File: config.mk
export PLATFORM = sky130hd
export DESIGN_NAME = mil_irq_top
export DESIGN_NICKNAME = d
export VERILOG_FILES = /design/src/rtl/mil_pkg.sv /design/src/rtl/mil_reg_if.sv /design/src/rtl/mil_pin_sync.sv /design/src/rtl/mil_axil_slave.sv /design/src/rtl/mil_irq_top.sv
export VERILOG_INCLUDE_DIRS = /design/src /design/src/rtl
export SDC_FILE = /design/constraint.sdc
export NUM_CORES = 1
export LEC_CHECK = 0
export BUFFER_PORTS_ARGS = -buffer_cell sky130_fd_sc_hd__buf_2
export CORE_MARGIN = 2
export CORE_UTILIZATION = 40
export DETAILED_ROUTE_END_ITERATION = 7
export GPL_ROUTABILITY_DRIVEN = 0
export PLACE_DENSITY_LB_ADDON = 0.15
export SYNTH_ARGS = -nofsm -noshare
export SYNTH_HDL_FRONTEND = slang
export SYNTH_SLANG_ARGS = --single-unit
File: constraint.sdc
create_clock -name mclk -period 1.38 [get_ports mclk]
set_clock_uncertainty 0.1 [all_clocks]
set_input_delay 0 -clock mclk [delete_from_list [all_inputs] [get_ports mclk]]
set_output_delay 0 -clock mclk [all_outputs]
set_load 0.01 [all_outputs]
File: src/rtl/mil_consts.svh
// register indices, field positions and reset values of the interrupt logic
// Function
// - four request sources: edge pin, timer overflow, port change, comparator
// - global enable at control bit 7 passes unmasked requests, else blocks
// - every reset clears the global enable
// - return instruction pops return address and sets the global enable
// - comparator flag and enable live in separate peripheral registers
// - taking a request clears global enable, pushes pc, vectors to 0004h
// - pin and port-change events reach the vector in three or four cycles
// - flags set on their event regardless of any enable bit
// - clearing global enable blocks next-cycle requests, inserts an idle cycle
// - edge pin rising when option bit 6 set, falling when clear
// - valid pin edge sets control bit 1; enable at control bit 4
// - pin wakes only if enabled before sleep; global enable picks vector
// - timer rollover sets control bit 2, gated by control bit 5
// - change on upper port pins sets control bit 0, gated by its enable
// - a change racing a port read may not set the change flag
// - entry saves only the return pc, nothing else
// - wake, global enable clear: run on; set: run one, then vector
// - sleeping with an enabled flag set wakes at once, global enable or not
`ifndef MIL_CONSTS_SVH
`define MIL_CONSTS_SVH
`define MIL_IDX_CTRL 10'h00B
`define MIL_IDX_PFLAG 10'h00C
`define MIL_IDX_OPT 10'h081
`define MIL_IDX_PEN 10'h08C
`define MIL_CTRL_RST 8'h00
`define MIL_PREG_RST 8'h00
`define MIL_OPT_RST 8'hFF
`define MIL_B_GLB_EN 7
`define MIL_B_PEIE 6
`define MIL_B_TIE 5
`define MIL_B_EIE 4
`define MIL_B_PCIE 3
`define MIL_B_TIF 2
`define MIL_B_EIF 1
`define MIL_B_PCIF 0
`define MIL_B_EDGE 6
`define MIL_B_CMP 6
`define MIL_VECTOR 16'h0004
`define MIL_PRIME_CYC 2'h3
`define MIL_RESP_OK 2'h0
`define MIL_RESP_ERR 2'h2
`endif

File: src/rtl/mil_pkg.sv
// types and decode helpers shared by the interrupt logic modules
`default_nettype none
`include "mil_consts.svh"
package mil_pkg;
  typedef logic [9:0] mil_idx_t;
  typedef enum logic [0:0] {
    mil_pwr_run = 1'b0,
    mil_pwr_sleep = 1'b1
  } mil_pwr_t;
  // true for every register index that answers on the bus
  function automatic logic mil_mapped(input mil_idx_t idx);
    mil_mapped = (idx == `MIL_IDX_CTRL) || (idx == `MIL_IDX_PFLAG) ||
                 (idx == `MIL_IDX_OPT) || (idx == `MIL_IDX_PEN);
  endfunction
endpackage
`default_nettype wire

File: src/rtl/mil_reg_if.sv
// register access path between bus slave and interrupt register file
`default_nettype none
interface mil_reg_if;
  import mil_pkg::*;
  logic wr_en;
  mil_idx_t wr_idx;
  logic [7:0] wr_data;
  mil_idx_t rd_idx;
  logic [7:0] rd_data;
  modport slv (output wr_en, output wr_idx, output wr_data,
               output rd_idx, input rd_data);
  modport regs (input wr_en, input wr_idx, input wr_data,
                input rd_idx, output rd_data);
endinterface
`default_nettype wire

File: src/rtl/mil_pin_sync.sv
// two-stage synchroniser for pins arriving from outside the clock domain
`default_nettype none
module mil_pin_sync #(
  parameter int W = 1
) (
  // clock and reset
  input wire logic mclk,
  input wire logic rst_n,
  // pin side and synchronised side
  input wire logic [W-1:0] pin,
  output logic [W-1:0] q
);
  logic [W-1:0] meta_ff;
  logic [W-1:0] q_ff;

  initial begin
    if (W < 1) $error("mil_pin_sync: W must be at least 1");
  end

  // first stage feeds only the second stage
  always_ff @(posedge mclk) begin
    if (!rst_n) begin
      meta_ff <= '0;
      q_ff <= '0;
    end else begin
      meta_ff <= pin;
      q_ff <= meta_ff;
    end
  end

  assign q = q_ff;
endmodule
`default_nettype wire

File: src/rtl/mil_axil_slave.sv
// axi4-lite slave giving byte-wide access to the interrupt registers
`default_nettype none
`include "mil_consts.svh"
module mil_axil_slave #(
  parameter int ADDR_W = 12
) (
  // clock and reset
  input wire logic mclk,
  input wire logic rst_n,
  // write address and data
  input wire logic [ADDR_W-1:0] s_axi_awaddr,
  input wire logic s_axi_awvalid,
  output logic s_axi_awready,
  input wire logic [31:0] s_axi_wdata,
  input wire logic [3:0] s_axi_wstrb,
  input wire logic s_axi_wvalid,
  output logic s_axi_wready,
  // write response
  output logic [1:0] s_axi_bresp,
  output logic s_axi_bvalid,
  input wire logic s_axi_bready,
  // read address and data
  input wire logic [ADDR_W-1:0] s_axi_araddr,
  input wire logic s_axi_arvalid,
  output logic s_axi_arready,
  output logic [31:0] s_axi_rdata,
  output logic [1:0] s_axi_rresp,
  output logic s_axi_rvalid,
  input wire logic s_axi_rready,
  // register file side
  mil_reg_if.slv rb
);
  import mil_pkg::*;
  logic bvalid_ff;
  logic [1:0] bresp_ff;
  logic rvalid_ff;
  logic [1:0] rresp_ff;
  logic [31:0] rdata_ff;
  logic aw_take;
  logic ar_take;

  initial begin
    if (ADDR_W < 12) $error("mil_axil_slave: ADDR_W below 12");
  end

  // address and data are taken together, only when no response is owed
  assign aw_take = s_axi_awvalid & s_axi_wvalid & ~bvalid_ff;
  assign s_axi_awready = aw_take;
  assign s_axi_wready = aw_take;
  assign rb.wr_idx = s_axi_awaddr[11:2];
  assign rb.wr_data = s_axi_wdata[7:0];
  // only lane 0 carries register bits; upper lanes are ignored
  assign rb.wr_en = aw_take & s_axi_wstrb[0] & mil_mapped(rb.wr_idx);
  assign ar_take = s_axi_arvalid & ~rvalid_ff;
  assign s_axi_arready = ar_take;
  assign rb.rd_idx = s_axi_araddr[11:2];

  // write response one cycle after the take
  always_ff @(posedge mclk) begin
    if (!rst_n) begin
      bvalid_ff <= 1'b0;
      bresp_ff <= `MIL_RESP_OK;
    end else if (aw_take) begin
      bvalid_ff <= 1'b1;
      bresp_ff <= mil_mapped(rb.wr_idx) ? `MIL_RESP_OK : `MIL_RESP_ERR;
    end else if (s_axi_bready) begin
      bvalid_ff <= 1'b0;
    end
  end

  // read data registered at the take; unmapped reads return zero
  always_ff @(posedge mclk) begin
    if (!rst_n) begin
      rvalid_ff <= 1'b0;
      rresp_ff <= `MIL_RESP_OK;
      rdata_ff <= 32'h0000_0000;
    end else if (ar_take) begin
      rvalid_ff <= 1'b1;
      rresp_ff <= mil_mapped(rb.rd_idx) ? `MIL_RESP_OK : `MIL_RESP_ERR;
      rdata_ff <= {24'h00_0000, rb.rd_data};
    end else if (s_axi_rready) begin
      rvalid_ff <= 1'b0;
    end
  end

  assign s_axi_bvalid = bvalid_ff;
  assign s_axi_bresp = bresp_ff;
  assign s_axi_rvalid = rvalid_ff;
  assign s_axi_rresp = rresp_ff;
  assign s_axi_rdata = rdata_ff;
endmodule
`default_nettype wire

File: src/rtl/mil_irq_top.sv
// interrupt logic: flags, enables, core request, entry and power-down wake
`default_nettype none
`include "mil_consts.svh"
module mil_irq_top #(
  parameter int PC_W = 13
) (
  // clock and reset
  input wire logic mclk,
  input wire logic rst_n,
  // axi4-lite register bus
  input wire logic [11:0] s_axi_awaddr,
  input wire logic s_axi_awvalid,
  output logic s_axi_awready,
  input wire logic [31:0] s_axi_wdata,
  input wire logic [3:0] s_axi_wstrb,
  input wire logic s_axi_wvalid,
  output logic s_axi_wready,
  output logic [1:0] s_axi_bresp,
  output logic s_axi_bvalid,
  input wire logic s_axi_bready,
  input wire logic [11:0] s_axi_araddr,
  input wire logic s_axi_arvalid,
  output logic s_axi_arready,
  output logic [31:0] s_axi_rdata,
  output logic [1:0] s_axi_rresp,
  output logic s_axi_rvalid,
  input wire logic s_axi_rready,
  // request sources
  input wire logic ext_irq_pin,
  input wire logic [3:0] second_io_port_hi,
  input wire logic timer_ovf_evt,
  input wire logic cmp_change_evt,
  // processor core sequencer
  input wire logic irq_take,
  input wire logic return_from_irq_instr,
  input wire logic sleep_instr,
  input wire logic [PC_W-1:0] ret_pc,
  output logic irq_req,
  output logic [PC_W-1:0] vector_pc,
  output logic push_req,
  output logic [PC_W-1:0] push_pc,
  output logic pop_req,
  output logic no_operation_cycle,
  // power-down status
  output logic asleep,
  output logic wake_evt,
  output logic wake_to_vector,
  output logic global_irq_enable
);
  import mil_pkg::*;

  mil_reg_if rb();

  // synchronised pins and edge history
  logic ext_sync;
  logic [3:0] port_sync;
  logic ext_prev_ff;
  logic [3:0] port_prev_ff;
  logic [1:0] prime_ff;
  logic primed;
  logic ext_evt;
  logic port_evt;

  // control, option and comparator register bits
  logic glb_en_ff;
  logic peie_ff;
  logic tie_ff;
  logic eie_ff;
  logic pcie_ff;
  logic tif_ff;
  logic eif_ff;
  logic pcif_ff;
  logic [7:0] opt_ff;
  logic cmpf_ff;
  logic cmpe_ff;

  // core handshake and power state
  logic irq_req_ff;
  logic push_req_ff;
  logic [PC_W-1:0] push_pc_ff;
  logic [PC_W-1:0] vector_ff;
  logic pop_req_ff;
  logic idle_slot_ff;
  mil_pwr_t pwr_ff;
  mil_pwr_t nxt_pwr;
  logic eie_at_sleep_ff;
  logic wake_evt_ff;
  logic wake_vec_ff;

  // decode and combined terms
  logic wr_ctrl;
  logic wr_pflag;
  logic wr_pen;
  logic wr_opt;
  logic take;
  logic glb_en_clr;
  logic nxt_glb_en;
  logic pending;
  logic wake_cond;

  initial begin
    if (PC_W < 3 || PC_W > 16) $error("mil_irq_top: PC_W out of range");
  end

  // register bus slave
  mil_axil_slave #(
    .ADDR_W(12)
  ) u_bus (
    .mclk(mclk),
    .rst_n(rst_n),
    .s_axi_awaddr(s_axi_awaddr),
    .s_axi_awvalid(s_axi_awvalid),
    .s_axi_awready(s_axi_awready),
    .s_axi_wdata(s_axi_wdata),
    .s_axi_wstrb(s_axi_wstrb),
    .s_axi_wvalid(s_axi_wvalid),
    .s_axi_wready(s_axi_wready),
    .s_axi_bresp(s_axi_bresp),
    .s_axi_bvalid(s_axi_bvalid),
    .s_axi_bready(s_axi_bready),
    .s_axi_araddr(s_axi_araddr),
    .s_axi_arvalid(s_axi_arvalid),
    .s_axi_arready(s_axi_arready),
    .s_axi_rdata(s_axi_rdata),
    .s_axi_rresp(s_axi_rresp),
    .s_axi_rvalid(s_axi_rvalid),
    .s_axi_rready(s_axi_rready),
    .rb(rb.slv)
  );

  // the edge pin and the upper port pins come from outside this clock
  mil_pin_sync #(
    .W(5)
  ) u_sync (
    .mclk(mclk),
    .rst_n(rst_n),
    .pin({second_io_port_hi, ext_irq_pin}),
    .q({port_sync, ext_sync})
  );

  // after reset, history is loaded for a few cycles before edges count,
  // so a pin that simply sits high is not mistaken for an edge
  always_ff @(posedge mclk) begin
    if (!rst_n) begin
      prime_ff <= 2'h0;
    end else if (!primed) begin
      prime_ff <= prime_ff + 2'h1;
    end
  end
  assign primed = (prime_ff == `MIL_PRIME_CYC);

  // pin history
  always_ff @(posedge mclk) begin
    if (!rst_n) begin
      ext_prev_ff <= 1'b0;
      port_prev_ff <= 4'h0;
    end else begin
      ext_prev_ff <= ext_sync;
      port_prev_ff <= port_sync;
    end
  end

  // edge select picks rising or falling on the edge pin
  assign ext_evt = primed & (opt_ff[`MIL_B_EDGE] ?
                   (ext_sync & ~ext_prev_ff) :
                   (~ext_sync & ext_prev_ff));
  // any of the four pins differing from its last sample; a change that
  // lands exactly on a software port read has no guaranteed outcome
  assign port_evt = primed & (port_sync != port_prev_ff);

  // register write decode
  assign wr_ctrl = rb.wr_en & (rb.wr_idx == `MIL_IDX_CTRL);
  assign wr_pflag = rb.wr_en & (rb.wr_idx == `MIL_IDX_PFLAG);
  assign wr_pen = rb.wr_en & (rb.wr_idx == `MIL_IDX_PEN);
  assign wr_opt = rb.wr_en & (rb.wr_idx == `MIL_IDX_OPT);

  // a request is only taken while it is being offered
  assign take = irq_take & irq_req_ff;
  // software turning the global enable off
  assign glb_en_clr = wr_ctrl & glb_en_ff & ~rb.wr_data[`MIL_B_GLB_EN];

  // exactly four sources, each flag gated by its own enable;
  // the comparator also needs the peripheral group enable
  assign pending = (eif_ff & eie_ff) |
                   (tif_ff & tie_ff) |
                   (pcif_ff & pcie_ff) |
                   (peie_ff & cmpf_ff & cmpe_ff);

  // global enable: entry clears, return sets, software writes
  always_comb begin
    nxt_glb_en = glb_en_ff;
    if (take) begin
      nxt_glb_en = 1'b0;
    end else if (return_from_irq_instr) begin
      nxt_glb_en = 1'b1;
    end else if (wr_ctrl) begin
      nxt_glb_en = rb.wr_data[`MIL_B_GLB_EN];
    end
  end

  // global enable flop; any reset leaves interrupts off
  always_ff @(posedge mclk) begin
    if (!rst_n) begin
      glb_en_ff <= 1'b0;
    end else begin
      glb_en_ff <= nxt_glb_en;
    end
  end

  // enable bits are plain software state
  always_ff @(posedge mclk) begin
    if (!rst_n) begin
      peie_ff <= 1'b0;
      tie_ff <= 1'b0;
      eie_ff <= 1'b0;
      pcie_ff <= 1'b0;
    end else if (wr_ctrl) begin
      peie_ff <= rb.wr_data[`MIL_B_PEIE];
      tie_ff <= rb.wr_data[`MIL_B_TIE];
      eie_ff <= rb.wr_data[`MIL_B_EIE];
      pcie_ff <= rb.wr_data[`MIL_B_PCIE];
    end
  end

  // flags set on their event whatever the enables say; a hardware set
  // in the same cycle as a software clear wins, so no event is lost
  always_ff @(posedge mclk) begin
    if (!rst_n) begin
      tif_ff <= 1'b0;
      eif_ff <= 1'b0;
      pcif_ff <= 1'b0;
    end else begin
      tif_ff <= (wr_ctrl ? rb.wr_data[`MIL_B_TIF] : tif_ff) |
                timer_ovf_evt;
      eif_ff <= (wr_ctrl ? rb.wr_data[`MIL_B_EIF] : eif_ff) |
                ext_evt;
      pcif_ff <= (wr_ctrl ? rb.wr_data[`MIL_B_PCIF] : pcif_ff) |
                 port_evt;
    end
  end

  // comparator flag and enable sit in their own registers
  always_ff @(posedge mclk) begin
    if (!rst_n) begin
      cmpf_ff <= 1'b0;
      cmpe_ff <= 1'b0;
    end else begin
      cmpf_ff <= (wr_pflag ? rb.wr_data[`MIL_B_CMP] : cmpf_ff) |
                 cmp_change_evt;
      if (wr_pen) begin
        cmpe_ff <= rb.wr_data[`MIL_B_CMP];
      end
    end
  end

  // option register is held whole; only the edge select is used here
  always_ff @(posedge mclk) begin
    if (!rst_n) begin
      opt_ff <= `MIL_OPT_RST;
    end else if (wr_opt) begin
      opt_ff <= rb.wr_data;
    end
  end

  // request to the core, registered: pin event to request is four
  // edges, which with the core's sample lands the vector in 3 to 4
  // cycles; the cycle after the enable is cleared offers nothing, and
  // a pending request simply waits until the enable comes back
  always_ff @(posedge mclk) begin
    if (!rst_n) begin
      irq_req_ff <= 1'b0;
    end else begin
      irq_req_ff <= nxt_glb_en & pending & ~glb_en_clr &
                    (nxt_pwr == mil_pwr_run);
    end
  end

  // idle slot in the cycle after software clears the global enable
  always_ff @(posedge mclk) begin
    if (!rst_n) begin
      idle_slot_ff <= 1'b0;
    end else begin
      idle_slot_ff <= glb_en_clr;
    end
  end

  // entry pushes only the return pc and loads the fixed vector;
  // working and status registers are left to software
  always_ff @(posedge mclk) begin
    if (!rst_n) begin
      push_req_ff <= 1'b0;
      push_pc_ff <= '0;
      vector_ff <= '0;
    end else begin
      push_req_ff <= take;
      if (take) begin
        push_pc_ff <= ret_pc;
        vector_ff <= PC_W'(`MIL_VECTOR);
      end
    end
  end

  // return instruction pops the saved pc
  always_ff @(posedge mclk) begin
    if (!rst_n) begin
      pop_req_ff <= 1'b0;
    end else begin
      pop_req_ff <= return_from_irq_instr;
    end
  end

  // wake needs a set flag with its enable; global enable plays no
  // part. the pin uses the enable as it stood when power-down began
  assign wake_cond = (eif_ff & eie_at_sleep_ff) |
                     (tif_ff & tie_ff) |
                     (pcif_ff & pcie_ff) |
                     (peie_ff & cmpf_ff & cmpe_ff);

  // power state; a source already pending at entry wakes one cycle
  // later, after the power-down instruction itself has finished
  always_comb begin
    nxt_pwr = pwr_ff;
    unique case (pwr_ff)
      mil_pwr_run: begin
        if (sleep_instr) begin
          nxt_pwr = mil_pwr_sleep;
        end
      end
      mil_pwr_sleep: begin
        if (wake_cond) begin
          nxt_pwr = mil_pwr_run;
        end
      end
    endcase
  end

  // power state flop and pin enable snapshot
  always_ff @(posedge mclk) begin
    if (!rst_n) begin
      pwr_ff <= mil_pwr_run;
      eie_at_sleep_ff <= 1'b0;
    end else begin
      pwr_ff <= nxt_pwr;
      if (pwr_ff == mil_pwr_run && sleep_instr) begin
        eie_at_sleep_ff <= eie_ff;
      end
    end
  end

  // wake pulse; with global enable set the core runs the prefetched
  // instruction and then sees the request, with it clear it continues
  always_ff @(posedge mclk) begin
    if (!rst_n) begin
      wake_evt_ff <= 1'b0;
      wake_vec_ff <= 1'b0;
    end else begin
      wake_evt_ff <= (pwr_ff == mil_pwr_sleep) & wake_cond;
      if ((pwr_ff == mil_pwr_sleep) && wake_cond) begin
        wake_vec_ff <= glb_en_ff;
      end
    end
  end

  // register readback shows live flags and enables
  always_comb begin
    rb.rd_data = 8'h00;
    if (rb.rd_idx == `MIL_IDX_CTRL) begin
      rb.rd_data = {glb_en_ff, peie_ff, tie_ff, eie_ff,
                    pcie_ff, tif_ff, eif_ff, pcif_ff};
    end else if (rb.rd_idx == `MIL_IDX_PFLAG) begin
      rb.rd_data = `MIL_PREG_RST;
      rb.rd_data[`MIL_B_CMP] = cmpf_ff;
    end else if (rb.rd_idx == `MIL_IDX_PEN) begin
      rb.rd_data = `MIL_PREG_RST;
      rb.rd_data[`MIL_B_CMP] = cmpe_ff;
    end else if (rb.rd_idx == `MIL_IDX_OPT) begin
      rb.rd_data = opt_ff;
    end
  end

  // outputs
  assign irq_req = irq_req_ff;
  assign vector_pc = vector_ff;
  assign push_req = push_req_ff;
  assign push_pc = push_pc_ff;
  assign pop_req = pop_req_ff;
  assign no_operation_cycle = idle_slot_ff;
  assign asleep = (pwr_ff == mil_pwr_sleep);
  assign wake_evt = wake_evt_ff;
  assign wake_to_vector = wake_vec_ff;
  assign global_irq_enable = glb_en_ff;
endmodule
`default_nettype wire

* After elaboration in Yosys (flattened, before gate mapping)
Index checks and enable logic that the tools add are counted.
Operators by class: equal/unequal tests 10, div/mod/pow operators 0, shift-type cells 0, magnitude comparators 0, bitwise logic cells 44, $mul 0, reductions and logical operators 10, mux-type cells 21, add/subtract/negate cells 1
Operators by type and width (number):
- $eq 10x4->1 const B | 4
- $eq 10x8->1 const B | 4
- $mux 8 | 4
- $and 1x1->1 | 26
- $mux 1 | 14
- $or 1x1->1 | 10
- $not 1->1 | 8
- $logic_or 1x1->1 | 6
- $mux 2 | 2
- $ne 4x4->1 | 1
- $reduce_bool 2->1 | 2
- $add 2x1->2 const B | 1
- $eq 2x2->1 const B | 1
- $logic_and 1x1->1 | 2
- $pmux 1 s2 | 1
Storage, ports and cells: output and inout bits 75, memories kept 0, ROM bits 0, register bits 71, logic and storage cells 117, bits in writable memories 0, latch bits 0

* Longest topological paths before layout
Gate-level depths: netlist (run 1).
word-level depth 12, gate-level depth with buffers 5

* Modules after synthesis
Synthesis (run 1) repeated with hierarchy kept, for this count alone.
Second synthesis, totals: cell total of the unflattened synthesis 338, area, all modules 3255.6 µm²
Modules (own cells, without submodules):
- mil_irq_top | times used 1, area an instance 2005.7 µm², cells an instance 194
- mil_axil_slave | times used 1, area an instance 987.2 µm², cells an instance 124
- mil_pin_sync | times used 1, area an instance 262.8 µm², cells an instance 20

* Least setup slack after synthesis (run 1)
OpenSTA, ideal clock, no wires.
path kind register -> register, start reg u_bus.bvalid_ff, in the netlist u_bus.s_axi_bvalid, end reg irq_req_ff, in the netlist irq_req, cell stages (with the launch flop) 6, path buffers 1, path slack -0.256 ns, setup time 0.112 ns, arrival 1.423 ns, cell sequence dfxtp_1 > and3b_1 > buf_2 > nand4_1 > mux2i_1 > a2111oi_1
On the way: longest elaborated chain between the ends 11, elaborated cells on any way between the ends 14
Ends and longest elaborated chain:
- start, declared | line mil_axil_slave.sv:34 | logic bvalid_ff;
- start signal, assigned | line mil_axil_slave.sv:61 | bvalid_ff <= 1'b0;
- start signal, assigned | line mil_axil_slave.sv:64 | bvalid_ff <= 1'b1;
- start signal, assigned | line mil_axil_slave.sv:67 | bvalid_ff <= 1'b0;
- $not 1->1 * | line mil_axil_slave.sv:47 | assign aw_take = s_axi_awvalid & s_axi_wvalid & ~bvalid_ff;
- $and 1x1->1 * | line mil_axil_slave.sv:47
- via s_axi_awready | line mil_irq_top.sv:13 | output logic s_axi_awready,
- $and 1x1->1 * (2 in a row) | line mil_axil_slave.sv:53 | assign rb.wr_en = aw_take & s_axi_wstrb[0] & mil_mapped(rb.wr_idx);
- $and 1x1->1 * | line mil_irq_top.sv:172 | assign wr_ctrl = rb.wr_en & (rb.wr_idx == `MIL_IDX_CTRL);
- $mux 1 | line mil_irq_top.sv:196 | end else if (wr_ctrl) begin
- $mux 1 | line mil_irq_top.sv:194 | end else if (return_from_irq_instr) begin
- $mux 1 | line mil_irq_top.sv:192 | if (take) begin
- $and 1x1->1 | line mil_irq_top.sv:273 | irq_req_ff <= nxt_glb_en & pending & ~glb_en_clr &
- $and 1x1->1 * (2 in a row) | line mil_irq_top.sv:273
- end signal, assigned | line mil_irq_top.sv:273
- end, declared | line mil_irq_top.sv:78 | logic irq_req_ff;
Mark *: on every way through the listed nets, which the timed path passes. The rest lies on a longest branch. A chain may end at the register's enable or synchronous reset.

* Worst setup path in the final report (run 1)
start reg u_bus.bvalid_ff, in the netlist u_bus.s_axi_bvalid, end reg irq_req_ff, in the netlist irq_req
On the way: longest elaborated chain between the ends 11, elaborated cells on any way between the ends 14
Ends and longest elaborated chain (line):
- $not 1->1 * | mil_axil_slave.sv:47
- $and 1x1->1 * | mil_axil_slave.sv:47
- $and 1x1->1 * (2 in a row) | mil_axil_slave.sv:53
- $and 1x1->1 * | mil_irq_top.sv:172
- $mux 1 | mil_irq_top.sv:196
- $mux 1 | mil_irq_top.sv:194
- $mux 1 | mil_irq_top.sv:192
- $and 1x1->1 | mil_irq_top.sv:273
- $and 1x1->1 * (2 in a row) | mil_irq_top.sv:273
Every way passes the cells marked *; elsewhere a longest branch is shown, timed or not.

==> flow_metrics.tcl, run 1 <==
set metrics [dict create \
    grt-busiest-layer "met2" \
    cts-root-buf "clkbuf_8" \
    syn_area_um2 2970 \
    final-instance-count-excl-fill 558 \
    slew_viol_final 0 \
    initial_core_util_pct 41.2 \
    cap_violations 0 \
    grt_max_degree 54 \
    violations "setup timing" \
    die_x_um 90.2 \
    slowest_stage "a2111oi_1" \
    endpoint_kind "register" \
    path_cells "and3b_2 > nand4_1 > mux2i_1 > a2111oi_1" \
    place_ws_ps -108 \
    synth-seq-cells 69 \
    first_global_vias 2428 \
    p_leak_uw 0.00210 \
    internal-power_uw 3690 \
    synthArstFlopShare_pct 0 \
    drt-total-wl_mm 6.79 \
    num_rows 31 \
    final_area_um2 4250 \
    grt_pass1_wl_mm 11.2 \
    drtIter0Drc 100 \
    vdd_drop_max_mv 0.609 \
    clkSlewWorstSetupHoldPaths_ps 70 \
    whs_ps 18.5 \
    fin_ws_ps -115 \
    synth_seq_area_share_pct 46.5 \
    required_ps 1500 \
    clock_latency_ps 330 \
    grt_use_met3_pct 6.12 \
    seq_power_share_pct 44.7 \
    ys_types 46 \
    first_pass_iters 4 \
    hold_class "in -> reg" \
    n_antenna_cell 0 \
    syn_inst 300 \
    antenna_found_initial 0 \
    viasPerCell 4.56 \
    dp.cells 499 \
    grt_use_met2_pct 28.9 \
    net-switching-power_uw 1000 \
    drc_errors 0 \
    avgSynthCellArea_um2 9.90 \
    ys.warnings.count 0 \
    drive_above_1_share_pct 30.3 \
    setup-tns-final_ps -1360 \
    crit_type "reg -> reg" \
    dieArea_um2 8130 \
    placed_cell_area_um2 3540 \
    fp.dieH_um 90.2 \
    pwr-share-comb_pct 11.2 \
    start_kind "register" \
    grt_util_met1_pct 20.4 \
    crit_family "simple AND/OR/NAND/NOR gates" \
    synth_edf_count 0 \
    core-area_um2 7210 \
    cp_slowest_stage_delay_ps 350 \
    ys.flop_type "dfxtp_1" \
    grt_usage_pct 17.0 \
    setup-violations-final 18 \
    num_vias 2542 \
    cts_buffer_depth 2 \
    tritoncts "built" \
    critPathMaxFanout 4 \
    syn2layout_area_growth_pct 43.0 \
    rsz0062_at_grt "yes" \
    numCtsBuffers 9 \
    cts.htree.levels 3 \
    cts_sinks 69 \
    sw_frac_of_total_pct 21.4 \
    postRouteAntennaNets 0 \
    final_nets 545 \
    io_pins 165 \
    power.share.clock_pct 44.1 \
    status "complete, but fails checks" \
    critPathBufInv 0 \
    fmax_mhz 669 \
    overflow 0 \
    powerDensity_nw_per_um2 1100 \
    arrival_ps 1610 \
    hold_viol 0 \
    final.min_clock_period_ps 1500 \
    portBuffers 95 \
    place_hpwl_mm 4.61 \
    wl_per_cell_um 12.2 \
    min_period_over_period_pct 108 \
]
-- worst min-delay path: stages --
cell	delay (ps)
buf_2	80
nor2_1	40
nand4_1	100
o21ai_1	70
a31oi_1	120
-- layout make-up --
class | count | area, µm²
clock buffer | 13 | 169
clock inverter | 3 | 90.1
fill | 653 | 2970
inverter | 4 | 15.0
multi-input combinational | 213 | 1380
sequential | 69 | 1380
tap | 99 | 124
timing repair buffer | 157 | 1080
-- synthesized netlist by cell type, drive strengths merged, types with 2 or more instances --
master,count,share of area (%)
nor3b,5,2.0
nor4bb,3,1.0
xor2,4,1.2
o21ai,12,2.0
inv,4,0.51
a21boi,2,0.51
nor2b,10,2.1
buf,40,10
and3b,2,0.59
a31oi,3,0.63
a22oi,8,2.0
nor2,8,1.0
nand3,4,0.67
a21oi,10,1.7
o311a,2,0.67
nand2,20,2.5
nand4,5,1.5
and3,2,0.42
mux2i,19,6.4
and2,19,4.0
dfxtp,69,47
o22ai,2,0.42
a22o,13,3.8
nor3,3,0.51
nor4b,3,0.88
clkbuf,11,1.4
-- per-stage QoR --
stage / total power, µW / util, %
after global placement: 2560 / 49.0
after detailed placement: 2560 / 49.0
after floorplan: 2450 / -
after global routing: 4880 / 58.9
final: 4690 / 58.9
after CTS: 4740 / 58.9
-- registers in the layout, indices dropped and copies added, names as in the netlist, 2 cells and up --
signal / flops
prime_ff: 2
push_pc: 13
u_sync.meta_ff: 5
port_prev_ff: 4
u_sync.q: 5
opt_ff: 8
u_bus.s_axi_rdata: 8
-- cell families (layout without fill, tap and decap cells) --
| family | after synthesis | count (layout) | share of synthesized area [%] |
|---|---|---|---|
| AOI/OAI and AO/OA | 60 | 60 | 14.2 |
| xor gates and xnor gates | 5 | 5 | 1.47 |
| adders and majority gates | 1 | 1 | 0.421 |
| buffers and inverters | 55 | 177 | 11.9 |
| DFF | 69 | 69 | 46.5 |
| muxes | 19 | 19 | 6.40 |
| other | 1 | 38 | 0.126 |
| and+or+nand+nor | 90 | 90 | 19.0 |
-- layout by cell type, fill, tap and decap left out, types with 11 or more instances in the layout --
cell | netlist | routed
o21ai_0 | 12 | 11
mux2i_1 | 19 | 19
buf_2 | 1 | 95
a22o_1 | 13 | 13
dlygate4sd3_1 | 0 | 41
and2_1 | 19 | 19
clkbuf_8 | 0 | 12
nand2_1 | 20 | 20
conb_1 | 1 | 38
dfxtp_1 | 69 | 68
buf_4 | 39 | 15
-- power by group through the flow --
stage               clock [µW]  combinational [µW]  sequential (µW)
global placement             0                 419             2140
CTS                       2130                 521             2100
detailed placement           0                 423             2140
finish                    2070                 527             2090
floorplan                    0                 299             2150
global route              2200                 580             2100
-- path summary, 6_finish.rpt --
kind,startpoint,endpoint,slack [ps],cells past startpoint
max,u_bus.s_axi_bvalid,irq_req,-120,4
min,s_axi_araddr[2],u_bus.s_axi_rresp[1],20,5
max reg2reg,u_bus.s_axi_bvalid,irq_req,-120,4
min reg2reg,u_sync.meta_ff[0],u_sync.q[0],330,1
-- routing by layer --
layer,routed length [µm],part of all wire [%]
met1,2980,44
met2,3280,48
met3,433,6.4
met4,93,1.4
met5,0,0
-- timing repair --
item / 4_1_cts / 5_1_grt
endpoints found under the setup margin: 18 / 21
hold buffers: 41 / 1
pin swaps: 1 / 1
endpoints found under the hold margin: 46 / 1
setup buffers: 2 / 0
resized for setup: 8 / 1
No activity file was read; power rests on OpenSTA's default activity.
==> run 2, diff against run 1 <==
==> constraint.sdc (replaced) <==
create_clock -name mclk -period 1.38 [get_ports mclk]
set_clock_uncertainty 0.1 [all_clocks]
set_input_delay 0.276 -clock mclk [delete_from_list [all_inputs] [get_ports mclk]]
set_output_delay 0.276 -clock mclk [all_outputs]
set_load 0.01 [all_outputs]
==> run 2 against run 1 <==
Compared with the run above:
- the flow still finishes with violations (setup timing)
- utilization shrank 3.2 points
- global-route usage shrank 1.4 points
- final area shrank 5.5%
- non-clock buffer count shrank 30
- clock power shrank 9.7%
- wire length shrank 6.9%
- largest cell class unchanged
- largest power group unchanged
==> flow_metrics.tcl, run 2 (synthesis results as in run 1) <==
set metrics [dict create \
    status "complete, but fails checks" \
    violations "setup timing" \
    core-area_um2 7210 \
    drive_above_1_share_pct 38.5 \
    startpoint "u_bus.s_axi_bvalid" \
    placed_cell_area_um2 3630 \
    grt_max_degree 36 \
    tightest_slew_ps 530 \
    cts-root-buf "clkbuf_8" \
    holdCritStartpoint "second_io_port_hi[0]" \
    numCtsBuffers 9 \
    final-instance-count-excl-fill 528 \
    setup-violations-final 20 \
    grt-busiest-layer "met2" \
    die_x_um 90.2 \
    postRouteAntennaNets 0 \
    slowest_stage "or4_1" \
    crit_family "simple AND/OR/NAND/NOR gates" \
    cts.htree.levels 3 \
    grt_util_met1_pct 20.5 \
    viasPerCell 4.66 \
    critPathMaxFanout 5 \
    required_ps 1510 \
    num_rows 31 \
    regToRegStartpoint "u_bus.s_axi_bvalid" \
    drtIter0Drc 63 \
    endpoint_kind "register" \
    antenna_found_initial 0 \
    final-seq-area_um2 1390 \
    drc_errors 0 \
    overflow 0 \
    largest_register_ffs 13 \
    max_slew_margin_pct 64.6 \
    cap_violations 0 \
    rsz0062_at_grt "yes" \
    final_common_cell "buf_2" \
    portBuffers 95 \
    slew_viol_final 0 \
    fmax_mhz 640 \
    clkSlewWorstSetupHoldPaths_ps 80 \
    vdd_drop_max_mv 0.473 \
    hold_viol 0 \
    tritoncts "built" \
    clock_latency_ps 340 \
    dp.cells 504 \
    first_global_vias 2287 \
    arrival_ps 1690 \
    fillers 701 \
    start_kind "register" \
    cts_sinks 69 \
    power_uw 4460 \
    powerDensity_nw_per_um2 1110 \
    num_vias 2459 \
    place_hpwl_mm 4.69 \
    place_ws_ps -332 \
    wl_per_cell_um 12.0 \
    cts_buffer_depth 2 \
    grt_use_met2_pct 24.7 \
    final.min_clock_period_ps 1560 \
    io_pins 165 \
    fp.dieH_um 90.2 \
    whs_ps 39.4 \
    drt-total-wl_mm 6.32 \
    final_nets 515 \
    multi_input_area_um2 1490 \
    critPathBufInv 1 \
    syn2layout_area_growth_pct 35.1 \
    p_leak_uw 0.00200 \
    final_area_um2 4010 \
    fin_ws_ps -182 \
    initial_core_util_pct 41.2 \
    min_period_over_period_pct 113 \
    grt_pass1_wl_mm 10.5 \
    first_pass_iters 4 \
    hold_class "in -> reg" \
    grt_use_met3_pct 4.69 \
    crit_type "reg -> reg" \
    most-common-layout-cells "buf_2, dfxtp_1, conb_1" \
    path_cells "and3b_2 > buf_6 > nand2_2 > or4_1 > o311a_1" \
    dieArea_um2 8130 \
    n_antenna_cell 0 \
    cp_slowest_stage_delay_ps 460 \
    grt_usage_pct 15.6 \
]
[run 2: cell count changes in the layout (fill, tap and decap cells not counted), moves of 3 or more]
cell,delta
a22oi_1,-3
a22oi_2,+3
buf_2,-4
buf_4,+11
buf_6,+5
dlygate4sd3_1,-41
[run 2: worst reg2reg max path, delay by kind of cell (launching register included)]
family / cells / cell delay, ps
compound gates: 1 / 130
flops: 1 / 320
buf+inv: 1 / 110
simple gates: 3 / 800
[run 2: report_power, final]
group	internal, µW	switching (µW)	leakage, µW
registers	2060	39.5	0.000564
clock network	1080	789	0.000113
logic	243	248	0.00132
total	3380	1080	0.00200
[run 2: metrics by stage]
step | TNS [ps] | util [%]
final | -1980 | 55.6
after global routing | -3580 | 55.6
after CTS | -2130 | 54.7
after detailed placement | -6660 | 50.3
after global placement | -6470 | 50.3
after floorplan | -1680 | -
[run 2: layer usage]
metal | routed length, µm | share of wire [%]
met4 | 13 | 0.21
met5 | 0 | 0
met2 | 2970 | 47
met1 | 2910 | 46
met3 | 433 | 6.8
[run 2: final cells by class]
type,instances,share of cell area [%]
inverter,4,0.374
multi-input combinational,213,37.0
tap,99,3.09
sequential,69,34.5
timing repair buffer,127,19.2
clock buffer,10,3.43
clock inverter,6,2.34
[run 2: what timing repair did]
action / in CTS / in global routing
setup endpoints to repair: 23 / 29
hold buffers: 0 / 0
gates resized for setup: 11 / 12
pin swaps: 3 / 5
buffers inserted: 6 / 2
[run 2: path summary, 6_finish.rpt]
check	cells past startpoint	slack, ps	end
hold / removal	2	40	u_sync.meta_ff[1]
hold reg to reg	1	340	u_sync.q[1]
setup reg to reg	5	-180	cmpf_ff
setup / recovery	5	-180	cmpf_ff
